==> src/design/sfl_params.svh <==
// Constants for the settings, fault log and statistics block
`ifndef SFL_PARAMS_SVH
`define SFL_PARAMS_SVH

// ----------------------------------------
// Ranges
// ----------------------------------------
`define SFL_PW_MAX 10'h3E7
`define SFL_CLR_MAX 2'h2
`define SFL_CLR_THERMAL 2'h1
`define SFL_CLR_FACTORY 2'h2
`define SFL_YEAR_BASE 12'h7D0
`define SFL_YEAR_MAX 6'h2F
`define SFL_FAULT_MAX 5'h1B
`define SFL_LOW_MAX 14'h270F
`define SFL_TENTHS_MAX 14'h270F

// ----------------------------------------
// Reset values
// ----------------------------------------
`define SFL_RST_YEAR 6'h00
`define SFL_RST_MONTH 4'h1
`define SFL_RST_DAY 5'h01

// ----------------------------------------
// Timing
// ----------------------------------------
`define SFL_CLK_HZ 200000000
`define SFL_SEC_NS 1000000000
`define SFL_CLK_NS 5
`define SFL_SEC_CYCLES (`SFL_SEC_NS / `SFL_CLK_NS)
`define SFL_TENTH_SECONDS 360

`endif

==> src/design/sfl_pkg.sv <==
// Types for the settings, fault log and statistics block
package sfl_pkg;
  typedef struct packed {
    logic [4:0] code;
    logic [4:0] hour;
    logic [5:0] minute;
    logic [3:0] month;
    logic [4:0] day;
  } sfl_entry_t;
endpackage

==> src/design/sfl_settings.sv <==
// Settings, calendar clock, fault log and run statistics
`timescale 1ns/10ps
`include "sfl_params.svh"

module sfl_settings
  import sfl_pkg::*;
#(
  parameter int unsigned SEC_CYCLES = `SFL_SEC_CYCLES
) (
  // Clock and reset
  input wire logic clk,
  input wire logic sys_rst,
  // Parameter write port
  input wire logic password_write,
  input wire logic [9:0] password_data,
  input wire logic password_ok,
  input wire logic clear_write,
  input wire logic [1:0] clear_data,
  input wire logic clock_write,
  input wire logic [5:0] clock_year_data,
  input wire logic [3:0] clock_month_data,
  input wire logic [4:0] clock_day_data,
  input wire logic [4:0] clock_hour_data,
  input wire logic [5:0] clock_minute_data,
  input wire logic [5:0] clock_second_data,
  // Factory values
  input wire logic [15:0] frame_rating_in,
  input wire logic [15:0] current_transformer_in,
  // Starter status
  input wire logic motor_active,
  input wire logic at_speed,
  input wire logic fault_valid,
  input wire logic [4:0] fault_code,
  // Settings outputs
  output logic [9:0] password_lock_value,
  output logic [1:0] emergency_clear_selector,
  output logic program_unlocked,
  output logic thermal_lockout_clear,
  output logic factory_restore,
  output logic [15:0] frame_rating_readout,
  output logic [15:0] current_transformer_ratio,
  // Calendar outputs
  output logic [11:0] clock_year,
  output logic [3:0] clock_month,
  output logic [4:0] clock_day,
  output logic [4:0] clock_hour,
  output logic [5:0] clock_minute,
  output logic [5:0] clock_second,
  // Fault log outputs
  output sfl_entry_t fault_latest,
  output sfl_entry_t fault_previous,
  output sfl_entry_t fault_oldest,
  // Statistics outputs
  output logic [13:0] run_hours_low,
  output logic [13:0] run_hours_thousands,
  output logic [13:0] run_count_low,
  output logic [13:0] run_count_ten_thousands
);

  // ----------------------------------------
  // Settings
  // ----------------------------------------
  logic [9:0] pw_reg;
  logic [1:0] clr_reg;
  logic [31:0] sec_cnt_reg;
  logic sec_tick;
  logic [8:0] tenth_cnt_reg;
  logic [5:0] year_reg;
  logic [3:0] month_reg;
  logic [4:0] day_reg;
  logic [4:0] hour_reg;
  logic [5:0] minute_reg;
  logic [5:0] second_reg;
  logic [4:0] days_in_month;
  logic leap_year;
  sfl_entry_t log_reg [3];
  logic at_speed_prev_reg;
  logic [13:0] hrs_low_reg, hrs_k_reg, cnt_low_reg, cnt_k_reg;
  logic write_allowed;
  logic [15:0] frame_reg;
  logic [15:0] ct_reg;

  assign write_allowed = (pw_reg == 10'h000) || password_ok;
  assign program_unlocked = write_allowed;

  // Password store, untouched by factory restore
  always_ff @(posedge clk or posedge sys_rst) begin
    if (sys_rst) begin
      pw_reg <= 10'h000;
    end else if (password_write && write_allowed && password_data <= `SFL_PW_MAX) begin
      pw_reg <= password_data;
    end
  end

  // One-shot clear selector
  always_ff @(posedge clk or posedge sys_rst) begin
    if (sys_rst) begin
      clr_reg <= 2'h0;
    end else if (clr_reg != 2'h0) begin
      clr_reg <= 2'h0;
    end else if (clear_write && write_allowed && clear_data <= `SFL_CLR_MAX) begin
      clr_reg <= clear_data;
    end
  end

  assign thermal_lockout_clear = (clr_reg == `SFL_CLR_THERMAL);
  assign factory_restore = (clr_reg == `SFL_CLR_FACTORY);
  assign password_lock_value = pw_reg;
  assign emergency_clear_selector = clr_reg;
  // Factory values sampled every cycle; no user write path reaches them
  always_ff @(posedge clk or posedge sys_rst) begin
    if (sys_rst) begin
      frame_reg <= 16'h0000;
      ct_reg <= 16'h0000;
    end else begin
      frame_reg <= frame_rating_in;
      ct_reg <= current_transformer_in;
    end
  end
  assign frame_rating_readout = frame_reg;
  assign current_transformer_ratio = ct_reg;

  // ----------------------------------------
  // Calendar clock
  // ----------------------------------------
  // One-second enable pulse
  always_ff @(posedge clk or posedge sys_rst) begin
    if (sys_rst) begin
      sec_cnt_reg <= 32'h0000_0000;
    end else if (sec_tick) begin
      sec_cnt_reg <= 32'h0000_0000;
    end else begin
      sec_cnt_reg <= sec_cnt_reg + 32'h0000_0001;
    end
  end
  assign sec_tick = (sec_cnt_reg == 32'(SEC_CYCLES - 1));

  // Month length with leap years; 2000 base so year mod 4 suffices
  assign leap_year = (year_reg[1:0] == 2'b00);
  always_comb begin
    case (month_reg)
      4'h2: days_in_month = leap_year ? 5'd29 : 5'd28;
      4'h4, 4'h6, 4'h9, 4'hB: days_in_month = 5'd30;
      default: days_in_month = 5'd31;
    endcase
  end

  // Time and date advance, or load from operator
  always_ff @(posedge clk or posedge sys_rst) begin
    if (sys_rst) begin
      year_reg <= `SFL_RST_YEAR;
      month_reg <= `SFL_RST_MONTH;
      day_reg <= `SFL_RST_DAY;
      hour_reg <= 5'h00;
      minute_reg <= 6'h00;
      second_reg <= 6'h00;
    end else if (clock_write && write_allowed) begin
      if (clock_year_data <= `SFL_YEAR_MAX) year_reg <= clock_year_data;
      if (clock_month_data >= 4'h1 && clock_month_data <= 4'hC) month_reg <= clock_month_data;
      if (clock_day_data >= 5'h01) day_reg <= clock_day_data;
      if (clock_hour_data <= 5'd23) hour_reg <= clock_hour_data;
      if (clock_minute_data <= 6'd59) minute_reg <= clock_minute_data;
      if (clock_second_data <= 6'd59) second_reg <= clock_second_data;
    end else if (sec_tick) begin
      if (second_reg != 6'd59) begin
        second_reg <= second_reg + 6'd1;
      end else begin
        second_reg <= 6'd0;
        if (minute_reg != 6'd59) begin
          minute_reg <= minute_reg + 6'd1;
        end else begin
          minute_reg <= 6'd0;
          if (hour_reg != 5'd23) begin
            hour_reg <= hour_reg + 5'd1;
          end else begin
            hour_reg <= 5'd0;
            if (day_reg < days_in_month) begin
              day_reg <= day_reg + 5'd1;
            end else begin
              day_reg <= 5'd1;
              if (month_reg != 4'hC) begin
                month_reg <= month_reg + 4'h1;
              end else begin
                month_reg <= 4'h1;
                year_reg <= (year_reg == `SFL_YEAR_MAX) ? 6'd0 : year_reg + 6'd1;
              end
            end
          end
        end
      end
    end
  end

  assign clock_year = `SFL_YEAR_BASE + {6'h00, year_reg};
  assign clock_month = month_reg;
  assign clock_day = day_reg;
  assign clock_hour = hour_reg;
  assign clock_minute = minute_reg;
  assign clock_second = second_reg;

  // ----------------------------------------
  // Fault log
  // ----------------------------------------
  // Shift on new fault, clear on factory restore; a fault in the restore cycle shifts in and the clear is skipped
  always_ff @(posedge clk or posedge sys_rst) begin
    if (sys_rst) begin
      for (int i = 0; i < 3; i++) log_reg[i] <= '0;
    end else if (fault_valid && fault_code != 5'h00 && fault_code <= `SFL_FAULT_MAX) begin
      log_reg[2] <= log_reg[1];
      log_reg[1] <= log_reg[0];
      log_reg[0] <= '{code: fault_code, hour: hour_reg, minute: minute_reg,
                      month: month_reg, day: day_reg};
    end else if (factory_restore) begin
      for (int i = 0; i < 3; i++) log_reg[i] <= '0;
    end
  end

  assign fault_latest = log_reg[0];
  assign fault_previous = log_reg[1];
  assign fault_oldest = log_reg[2];

  // ----------------------------------------
  // Run statistics
  // ----------------------------------------
  // Run hour tenths: 360 active seconds per tenth
  always_ff @(posedge clk or posedge sys_rst) begin
    if (sys_rst) begin
      tenth_cnt_reg <= 9'h000;
      hrs_low_reg <= 14'h0000;
      hrs_k_reg <= 14'h0000;
    end else if (sec_tick && motor_active) begin
      if (tenth_cnt_reg != 9'(`SFL_TENTH_SECONDS - 1)) begin
        tenth_cnt_reg <= tenth_cnt_reg + 9'h001;
      end else begin
        tenth_cnt_reg <= 9'h000;
        if (hrs_low_reg != `SFL_TENTHS_MAX) begin
          hrs_low_reg <= hrs_low_reg + 14'h0001;
        end else begin
          hrs_low_reg <= 14'h0000;
          if (hrs_k_reg != `SFL_LOW_MAX) hrs_k_reg <= hrs_k_reg + 14'h0001;
        end
      end
    end
  end

  // Run cycles counted on rising at-speed
  always_ff @(posedge clk or posedge sys_rst) begin
    if (sys_rst) begin
      at_speed_prev_reg <= 1'b0;
      cnt_low_reg <= 14'h0000;
      cnt_k_reg <= 14'h0000;
    end else begin
      at_speed_prev_reg <= at_speed;
      if (at_speed && !at_speed_prev_reg) begin
        if (cnt_low_reg != `SFL_LOW_MAX) begin
          cnt_low_reg <= cnt_low_reg + 14'h0001;
        end else begin
          cnt_low_reg <= 14'h0000;
          if (cnt_k_reg != `SFL_LOW_MAX) cnt_k_reg <= cnt_k_reg + 14'h0001;
        end
      end
    end
  end

  assign run_hours_low = hrs_low_reg;
  assign run_hours_thousands = hrs_k_reg;
  assign run_count_low = cnt_low_reg;
  assign run_count_ten_thousands = cnt_k_reg;

  // ----------------------------------------
  // Assertions
  // ----------------------------------------
  a_clear_one_shot: assert property (@(posedge clk) disable iff (sys_rst)
    (clr_reg != 2'h0) |=> (clr_reg == 2'h0)) else $error("clear selector not one-shot");
  a_lock_gate: assert property (@(posedge clk) disable iff (sys_rst)
    (pw_reg == 10'h000) |-> program_unlocked) else $error("zero password still locks");
  a_pw_kept: assert property (@(posedge clk) disable iff (sys_rst)
    (factory_restore && !password_write) |=> $stable(pw_reg)) else $error("password changed");
  a_hour_range: assert property (@(posedge clk) disable iff (sys_rst)
    (hour_reg <= 5'd23) && (minute_reg <= 6'd59)) else $error("time out of range");
  a_month_range: assert property (@(posedge clk) disable iff (sys_rst)
    (month_reg >= 4'h1) && (month_reg <= 4'hC)) else $error("month out of range");
  a_log_shift: assert property (@(posedge clk) disable iff (sys_rst)
    (fault_valid && fault_code != 5'h00 && fault_code <= 5'd27) |=>
    (log_reg[1] == $past(log_reg[0])) && (log_reg[0].code == $past(fault_code)))
    else $error("fault log did not shift");
  a_log_clear: assert property (@(posedge clk) disable iff (sys_rst)
    (factory_restore && !fault_valid) |=> (log_reg[0] == '0) && (log_reg[2] == '0))
    else $error("fault log not cleared");
  a_count_start: assert property (@(posedge clk) disable iff (sys_rst)
    (!at_speed_prev_reg && !at_speed) |=> $stable(cnt_low_reg)) else $error("run count moved");
  a_idle_hours: assert property (@(posedge clk) disable iff (sys_rst)
    !motor_active |=> $stable(hrs_low_reg)) else $error("hours grew while idle");
  a_locked_write: assert property (@(posedge clk) disable iff (sys_rst)
    (pw_reg != 10'h000 && !password_ok) |=> $stable(pw_reg))
    else $error("locked password changed");
  a_pw_range: assert property (@(posedge clk) disable iff (sys_rst)
    pw_reg <= `SFL_PW_MAX) else $error("password out of range");
  a_clear_range: assert property (@(posedge clk) disable iff (sys_rst)
    clr_reg <= `SFL_CLR_MAX) else $error("clear selector out of range");
  a_thermal_set: assert property (@(posedge clk) disable iff (sys_rst)
    (clear_write && write_allowed && clr_reg == 2'h0 && clear_data == `SFL_CLR_THERMAL) |=>
    thermal_lockout_clear) else $error("thermal clear pulse missing");
  a_factory_set: assert property (@(posedge clk) disable iff (sys_rst)
    (clear_write && write_allowed && clr_reg == 2'h0 && clear_data == `SFL_CLR_FACTORY) |=>
    factory_restore) else $error("factory restore pulse missing");
  a_date_range: assert property (@(posedge clk) disable iff (sys_rst)
    (day_reg >= 5'h01) && (year_reg <= `SFL_YEAR_MAX)) else $error("date out of range");
  a_second_range: assert property (@(posedge clk) disable iff (sys_rst)
    second_reg <= 6'd59) else $error("second out of range");
  a_leap_day: assert property (@(posedge clk) disable iff (sys_rst)
    (sec_tick && !clock_write && month_reg == 4'h2 && day_reg == 5'd28 && hour_reg == 5'd23 &&
    minute_reg == 6'd59 && second_reg == 6'd59) |=>
    (($past(year_reg[1:0]) == 2'b00) == (day_reg == 5'd29))) else $error("leap day wrong");
  a_stamp_range: assert property (@(posedge clk) disable iff (sys_rst)
    (log_reg[0].hour <= 5'd23) && (log_reg[0].minute <= 6'd59) && (log_reg[0].month <= 4'hC))
    else $error("fault stamp out of range");
  a_code_range: assert property (@(posedge clk) disable iff (sys_rst)
    (log_reg[0].code <= `SFL_FAULT_MAX) && (log_reg[2].code <= `SFL_FAULT_MAX))
    else $error("fault code out of range");
  a_log_stamp: assert property (@(posedge clk) disable iff (sys_rst)
    (fault_valid && fault_code != 5'h00 && fault_code <= `SFL_FAULT_MAX) |=>
    (log_reg[0].hour == $past(hour_reg)) && (log_reg[0].minute == $past(minute_reg)) &&
    (log_reg[0].month == $past(month_reg)) && (log_reg[0].day == $past(day_reg)))
    else $error("fault stamp wrong");
  a_hours_carry: assert property (@(posedge clk) disable iff (sys_rst)
    (sec_tick && motor_active && tenth_cnt_reg == 9'(`SFL_TENTH_SECONDS - 1) &&
    hrs_low_reg == `SFL_TENTHS_MAX) |=> (hrs_low_reg == 14'h0000))
    else $error("run hours did not carry");
  a_count_carry: assert property (@(posedge clk) disable iff (sys_rst)
    (at_speed && !at_speed_prev_reg && cnt_low_reg == `SFL_LOW_MAX && cnt_k_reg != `SFL_LOW_MAX)
    |=> (cnt_low_reg == 14'h0000) && (cnt_k_reg == $past(cnt_k_reg) + 14'h0001))
    else $error("run count did not carry");

endmodule

==> config.mk <==
export PLATFORM = sky130hd
export DESIGN_NAME = sfl_settings
export DESIGN_NICKNAME = d
export VERILOG_FILES = /design/src/design/sfl_pkg.sv /design/src/design/sfl_settings.sv
export VERILOG_INCLUDE_DIRS = /design/src /design/src/design
export SDC_FILE = /design/constraint.sdc
export NUM_CORES = 1
export LEC_CHECK = 0
export ABC_AREA = 1
export BUFFER_PORTS_ARGS = -buffer_cell sky130_fd_sc_hd__clkbuf_2
export CORE_MARGIN = 2
export CORE_UTILIZATION = 55
export DETAILED_ROUTE_END_ITERATION = 10
export PLACE_DENSITY = 0.83
export SYNTH_ARGS = -nofsm -noshare
export SYNTH_HDL_FRONTEND = slang
export SYNTH_SLANG_ARGS = --single-unit
==> constraint.sdc <==
create_clock -name clk -period 20.6 [get_ports clk]
set_clock_uncertainty 0.15 [all_clocks]
set_input_delay 4.12 -clock clk [delete_from_list [all_inputs] [get_ports clk]]
set_output_delay 4.12 -clock clk [all_outputs]
set_load 0.005 [all_outputs]
==> run metrics, run 1 <==
gr ovfl total=0; Arr. time, crit path=4.77 ns; endpoint class of the critical path=primary output; count leader, synth=nand2_1; slew margin rel.=0.383; WL final=32.4 mm; Initial Util=0.562; RSZ-0062 raised after global routing=no; global-route met3 utilization=0.0669; share of the synthesized area in the top cell type=0.504; grt peak-use layer=met2; Setup Buffers After CTS=0; Rows=54; first-pass GRT wire length=between 50 and 60 mm; final setup violation count=0; max FFs per register=32; CP Class=in -> out; Most Frequent Cell on Critical Path=clkbuf_2; maximum VDD drop=roughly 0.077 mV; Post-Route Setup TNS=0 ns; Crit path largest cell delay=0.32 ns; Period minus WS final=roughly 9.0 ns; clk root buf=clkbuf_16; Ports=approximately 300; Placer Congestion=0.943; Lkg Pwr=7.69 nW; hold_buf cts=0; worst slew pin tran=0.926 ns; Vert. Die Dim=between 150 and 200 µm; Req. time, crit path=16.33 ns; synthesized flop and latch total=249; EDFF count, synth=0; element type at the critical path start=input port; Fmax=0.111 GHz; clock transition at the registers of the reported paths=approximately 0.06 ns; placed instance area=about 14,000 µm²; Syn. warnings=0; top_reg_cell synth=dfrtp_1; CP max stage cell=o21bai_4; DRC viols=0; multi-input logic area=4960 µm²; clock sink count=249; ranking of synthesized cells by area=dfrtp_1 50%, nand2_1 8.0%, inv_1 6.7%, xor2_1 4.5%, o22ai_1 4.2%; vias in the first global route=about 11,000; Port Buffer Count=305; pin count of the biggest net entering global routing=116; TritonCTS clock tree=yes; PwrDens=90.8 nW/µm²; hold slack=0.310 ns; post-synth cell types=50; Gate Count Post-Synth=between 1,000 and 1,500; post-detail-place hpwl=23.7 mm; Area growth, synth to finish=21.9%; Avg Inst Size Synth=roughly 8.7 µm²; routed wire length per instance=approximately 16 µm; initial antenna violation count=1; FFs w/ async S/R, synth=1.00; die width=153 µm; drt first pass iters=6; final hold violation count=0; Min-Delay Path Class=reg -> reg; GR Util met2=0.473; H-tree depth=1; initial DRC count=674; final slew viol count=0; post-cts sizing count=0; commonest cells in the netlist=260 x nand2_1, 247 x dfrtp_1, 220 x inv_1; Critical Path, Cell by Cell=clkbuf_2 -> o21bai_4 -> clkbuf_2; max_cap viols=0; fin nets=about 1,800; share of cells above drive strength 1=0.247; Seq. cell area=6230 µm²; Final Instance Area=14,900 µm²; via count=~11,000; sequential share of the synthesized area=0.508; Clk Latency, worst-skew pair=around 0.56 ns; period utilization=0.439; clock tree buffer depth=3; status=finished clean; routed vias/inst=approximately 5.4; post-synth top area cell=dfrtp_1; Cell Area, Synth=12,300 µm²; global-route met1 utilization=0.333; die area=23,500 µm²; CORE AREA=21,800 µm²; CP Max Fanout=23; GRT Overall Usage=0.275; Post-Syn Nets=1,523; FILL cells=approximately 1,700; Final ANT Viol Nets=0; CTS buffer count=27
-- layout make-up --
type | instances | share of cell area
Antenna cell | 1 | 0.000167
Clock buffer | 42 | 0.0537
Clock inverter | 6 | 0.00988
Inverter | 235 | 0.0597
Multi-Input combinational cell | 891 | 0.332
Sequential cell | 249 | 0.417
Tap cell | 280 | 0.0234
Timing Repair Buffer | 309 | 0.104
-- report_power, final --
part | switching [mW] | internal [mW]
Sequential | 0.0566 | 0.548
Clock | 0.198 | 0.317
Combinational | 0.135 | 0.102
-- metrics by stage --
step | setup slack [ns] | util | cells | total power, mW
finish | 11.56 | 0.685 | 2013 | 1.36
global route | 11.54 | 0.685 | 2012 | 1.42
CTS | 11.56 | 0.685 | 2012 | 1.37
detailed placement | 11.57 | 0.641 | 1964 | 0.848
global placement | 11.57 | 0.641 | 1964 | 0.838
floorplan | 9.49 | - | 1414 | 0.733
-- cells by family (layout without fill, tap and decap cells) --
family                     count (synthesis)  after routing  synth area share
and+or+nand+nor                          595            595             0.228
DFF                                      249            249             0.508
xor gates and xnor gates                  79             79            0.0564
adders and majority gates                 19             19            0.0194
muxes                                     11             11            0.0101
AOI/OAI and AO/OA                        187            187            0.0889
other                                      0              1                 0
buffers and inverters                    274            592            0.0895
-- worst paths after layout --
path / start / to / slack (ns) / cells after the start
max: password_ok / program_unlocked / 11.56 / 3
min: sec_cnt_reg[0] / sec_cnt_reg[0] / 0.31 / 1
max reg2reg: password_lock_value[1] / clock_day[2] / 17.47 / 10
min reg2reg: sec_cnt_reg[0] / sec_cnt_reg[0] / 0.31 / 1
max in group asynchronous: sys_rst / run_count_low[11] / 15.23 / 3
min in group asynchronous: sys_rst / fault_latest[23] / 3.55 / 2
-- worst max-delay path, delay by kind of cell --
kind                   cells  cell delay (ns)
buffers and inverters      2             0.33
AOI/OAI and AO/OA          1             0.32
-- layout by cell type, fill, tap and decap left out, types with 19 or more instances in the layout --
master / instances
clkbuf_2: 305
xor2_1: 63
nand4_1: 34
dfrtp_1: 247
o21ai_1: 35
o22ai_1: 83
clkbuf_16: 27
ha_1: 19
nor2_1: 109
nor3_1: 39
o21ai_0: 32
inv_1: 219
nand2_1: 260
nand3_1: 93
a21oi_1: 24
-- layer usage --
| layer | routed length, µm | share of wire |
|---|---|---|
| met1 | 12700 | 0.39 |
| met2 | 15900 | 0.49 |
| met3 | 2460 | 0.076 |
| met4 | 1260 | 0.039 |
| met5 | 0 | 0 |
Note: power is estimated with default switching activity, not from simulation.
==> inputs of run 2 (changes only) <==
--- a/config.mk
+++ b/config.mk
@@ -6,12 +6,12 @@
 export SDC_FILE = /design/constraint.sdc
 export NUM_CORES = 1
 export LEC_CHECK = 0
-export ABC_AREA = 1
+export ABC_AREA = 0
 export BUFFER_PORTS_ARGS = -buffer_cell sky130_fd_sc_hd__clkbuf_2
 export CORE_MARGIN = 2
-export CORE_UTILIZATION = 55
+export CORE_UTILIZATION = 48
 export DETAILED_ROUTE_END_ITERATION = 10
-export PLACE_DENSITY = 0.83
+export PLACE_DENSITY = 0.78
 export SYNTH_ARGS = -nofsm -noshare
 export SYNTH_HDL_FRONTEND = slang
 export SYNTH_SLANG_ARGS = --single-unit
==> constraint.sdc (replaced) <==
create_clock -name clk -period 8.1 [get_ports clk]
set_clock_uncertainty 0.15 [all_clocks]
set_input_delay 1.62 -clock clk [delete_from_list [all_inputs] [get_ports clk]]
set_output_delay 1.62 -clock clk [all_outputs]
set_load 0.005 [all_outputs]
==> run 2 against run 1 <==
  * Worst hold slack improved by 0.027 ns
  * Clock power up 130%
  * Synthesized cell count is 18% lower
  * Sequential cell count unchanged
  * Area after synthesis fell by 5.6%
  * Critical path type unchanged
  * Critical endpoint unchanged
  * Largest power group unchanged
==> run metrics, run 2 <==
WL final=31.0 mm (was 32.4 mm); Area growth, synth to finish=22.9% (was 21.9%); clock tree buffer depth=3 (unchanged); endpoint class of the critical path=primary output (unchanged); Initial Util=0.492 (was 0.562); Setup Buffers After CTS=0 (unchanged); Period minus WS final=3.84 ns; TritonCTS clock tree=yes (unchanged); Seq. cell area=6230 µm² (unchanged); slew margin rel.=0.264 (was 0.383); ranking of synthesized cells by area=dfrtp_1 53%, nand2_1 6.8%, nand3_1 5.5%, xor2_1 3.5%, xnor2_1 2.2% (was dfrtp_1 50%, nand2_1 8.0%, inv_1 6.7%, xor2_1 4.5%, o22ai_1 4.2%); final setup violation count=0 (unchanged); routed wire length per instance=17.4 µm (was 16.1 µm); clock sink count=249 (unchanged); FFs w/ async S/R, synth=1.00 (unchanged); Fmax=0.261 GHz; Clk Latency, worst-skew pair=0.53 ns (was 0.56 ns); maximum VDD drop=0.157 mV (was 0.0769 mV); most frequent cells in the layout=305 x clkbuf_2, 247 x dfrtp_1, 211 x nand2_1, 128 x nand3_1, 54 x nor2_1 (was 305 x clkbuf_2, 260 x nand2_1, 247 x dfrtp_1, 219 x inv_1, 109 x nor2_1); register share of total power=0.465 (was 0.446); # diodes=0 (was 1); clk root buf=clkbuf_16 (unchanged); CP Class=in -> out (unchanged); Gate power share=0.206 (was 0.175); post-synth cell types=70 (was 50); status=finished clean (unchanged); CP Max Fanout=3 (was 23); PwrDens=250 nW/µm² (was 90.8 nW/µm²); final hold violation count=0 (unchanged); Worst R2R Start=sec_cnt_reg[0] (was password_lock_value[1]); gr ovfl total=0 (unchanged); Net Sw Power=1.11 mW (was 389 µW); fin nets=1,549 (was 1,822); Syn. warnings=0 (unchanged); pin count of the biggest net entering global routing=148 (was 116); WHS Endpoint=sec_cnt_reg[0] (unchanged); EDFF count, synth=0 (unchanged); via count=9,977 (was 10,800); Post-Route Setup TNS=0 ns (unchanged); FILL cells=1,990 (was 1,722); Placer Congestion=0.906 (was 0.943); hold wc startpoint=sec_cnt_reg[0] (unchanged); Lkg Pwr=7.14 nW (was 7.69 nW); routed vias/inst=5.61 (was 5.37); H-tree depth=1 (unchanged); Crit path largest cell delay=0.24 ns (was 0.32 ns); internal power=2.46 mW (was 968 µW); Vert. Die Dim=159 µm (was 153 µm); initial antenna violation count=0 (was 1); clock share of power=0.329 (was 0.380); Port Buffer Count=305 (unchanged); post-cts sizing count=0 (unchanged); RSZ-0062 raised after global routing=no (unchanged); period utilization=0.473; clock transition at the registers of the reported paths=0.06 ns (about the same); CTS buffer count=26 (was 27); Min-Delay Path Class=reg -> reg (unchanged); worst r2r dst=run_hours_thousands[1] (was clock_day[2]); sequential share of the synthesized area=0.539 (was 0.508); Ports=306 (unchanged); Rows=56 (was 54); GRT Overall Usage=0.240 (was 0.275); hold_buf cts=0 (unchanged); drt first pass iters=5 (was 6); count leader, synth=dfrtp_1 (was nand2_1); element type at the critical path start=input port (unchanged); Critical Path, Cell by Cell=clkbuf_2 -> a31o_2 -> clkbuf_2 (was clkbuf_2 -> o21bai_4 -> clkbuf_2); Sw Share=0.311 (was 0.287); multi-input logic area=5060 µm² (was 4960 µm²); CP max stage cell=a31o_2 (was o21bai_4); commonest cells in the netlist=247 x dfrtp_1, 211 x nand2_1, 128 x nand3_1 (was 260 x nand2_1, 247 x dfrtp_1, 220 x inv_1); max FFs per register=32 (unchanged); top_reg_cell synth=dfrtp_1 (unchanged); Cell Area, Synth=11,600 µm² (was 12,300 µm²); Final ANT Viol Nets=0 (unchanged); synthesized flop and latch total=249 (unchanged); vias in the first global route=9,443 (was 10,800); hold path depth=1 (unchanged); worst slew pin tran=1.09 ns (was 0.926 ns); final slew viol count=0 (unchanged); DRC viols=0 (unchanged); die width=159 µm (was 153 µm); reg2reg setup slack=4.78 ns (was 17.47 ns); post-synth top area cell=dfrtp_1 (unchanged); cells on worst reg2reg path=6 (was 10); Final Instance Area=14,200 µm² (was 14,900 µm²); initial DRC count=973 (was 674); share of the synthesized area in the top cell type=0.534 (was 0.504); max_cap viols=0 (unchanged); Gate Count Post-Synth=1,156 (was 1,414); share of cells above drive strength 1=0.274 (was 0.247); first-pass GRT wire length=50.2 mm (was 53.4 mm); die area=25,400 µm² (was 23,500 µm²); Avg Inst Size Synth=10.0 µm² (was 8.67 µm²); Most Frequent Cell on Critical Path=clkbuf_2 (unchanged); placed instance area=13,400 µm² (was 14,000 µm²); commonest non-fill, non-tap cell in the layout=clkbuf_2 (unchanged); Arr. time, crit path=2.07 ns (was 4.77 ns); Post-Syn Nets=1,265 (was 1,523); CORE AREA=23,500 µm² (was 21,800 µm²); Req. time, crit path=6.33 ns (was 16.33 ns); post-detail-place hpwl=22.2 mm (was 23.7 mm)
-- run 2: cell types whose count changed in the layout (fill, tap and decap cells not counted), moves of 13 or more --
cell / before / now
nand3_1: 93 / 128
o21ai_1: 35 / 1
inv_2: 14 / 0
and4_1: 0 / 14
o22ai_1: 83 / 4
inv_1: 219 / 23
nand2_1: 260 / 211
xor2_1: 63 / 46
and3_1: 1 / 15
xnor2_1: 16 / 29
nor2_1: 109 / 54
-- run 2: layer usage --
layer  vias to the layer above  wire length (µm)  GRT usage  share of wire
li1                       4678                 -          -              -
met1                      4792             13000      0.330           0.42
met2                       439             14700      0.392           0.47
met3                        68              2210     0.0383          0.071
met4                         0              1080     0.0814          0.035
met5                         -                 0          0              0
-- run 2: how the worst max path moves through the flow --
stage / end / slack [ns] / start / depth (start not counted)
after detailed placement: clock_month[0] / 4.16 / clock_write / 7
after floorplan: at_speed_prev_reg / 3.06 / sys_rst / 1
final: program_unlocked / 4.26 / password_ok / 3
after global routing: program_unlocked / 4.25 / password_ok / 3
after CTS: program_unlocked / 4.26 / password_ok / 3
after global placement: clock_month[0] / 4.19 / clock_write / 7
-- run 2: worst max-delay path, delay by kind of cell --
family | cells | cell delay (ns)
buf+inv | 2 | 0.20
compound gates | 1 | 0.24
-- run 2: cells by family (layout without fill, tap and decap cells) --
kind of cell,after synthesis,count (layout),synth area share
and+or+nand+nor,588,588,0.258
DFF,249,249,0.539
AOI/OAI and AO/OA,115,115,0.0690
buffers and inverters,80,384,0.0291
xor gates and xnor gates,75,75,0.0568
muxes,30,30,0.0285
adders and majority gates,19,19,0.0205
-- run 2: power by group through the flow --
stage | clock network [mW] | registers [mW] | logic [mW]
6_report | 1.17 | 1.66 | 0.733
5_1_grt | 1.26 | 1.69 | 0.822
2_1_floorplan | 0 | 1.63 | 0.384
3_5_place_dp | 0 | 1.67 | 0.737
3_3_place_gp | 0 | 1.67 | 0.719
4_1_cts | 1.20 | 1.65 | 0.742
-- run 2: layout make-up --
cell class / count / share of cell area
Clock buffer: 38 / 0.0531
Clock inverter: 10 / 0.00642
Sequential cell: 249 / 0.438
Tap cell: 319 / 0.0281
Timing Repair Buffer: 312 / 0.112
Multi-Input combinational cell: 827 / 0.356
Inverter: 24 / 0.00660
-- run 2: through the flow --
stage                     utilization  setup slack, ns  cells  power (mW)  hold slack [ns]
final                           0.604             4.26   1779        3.56            0.337
after global routing            0.604             4.25   1779        3.77            0.360
after CTS                       0.604             4.26   1779        3.59            0.338
after detailed placement        0.568             4.16   1731        2.41            0.328
after global placement          0.568             4.19   1731        2.38            0.320
after floorplan                     -             3.06   1156        2.02            0.303
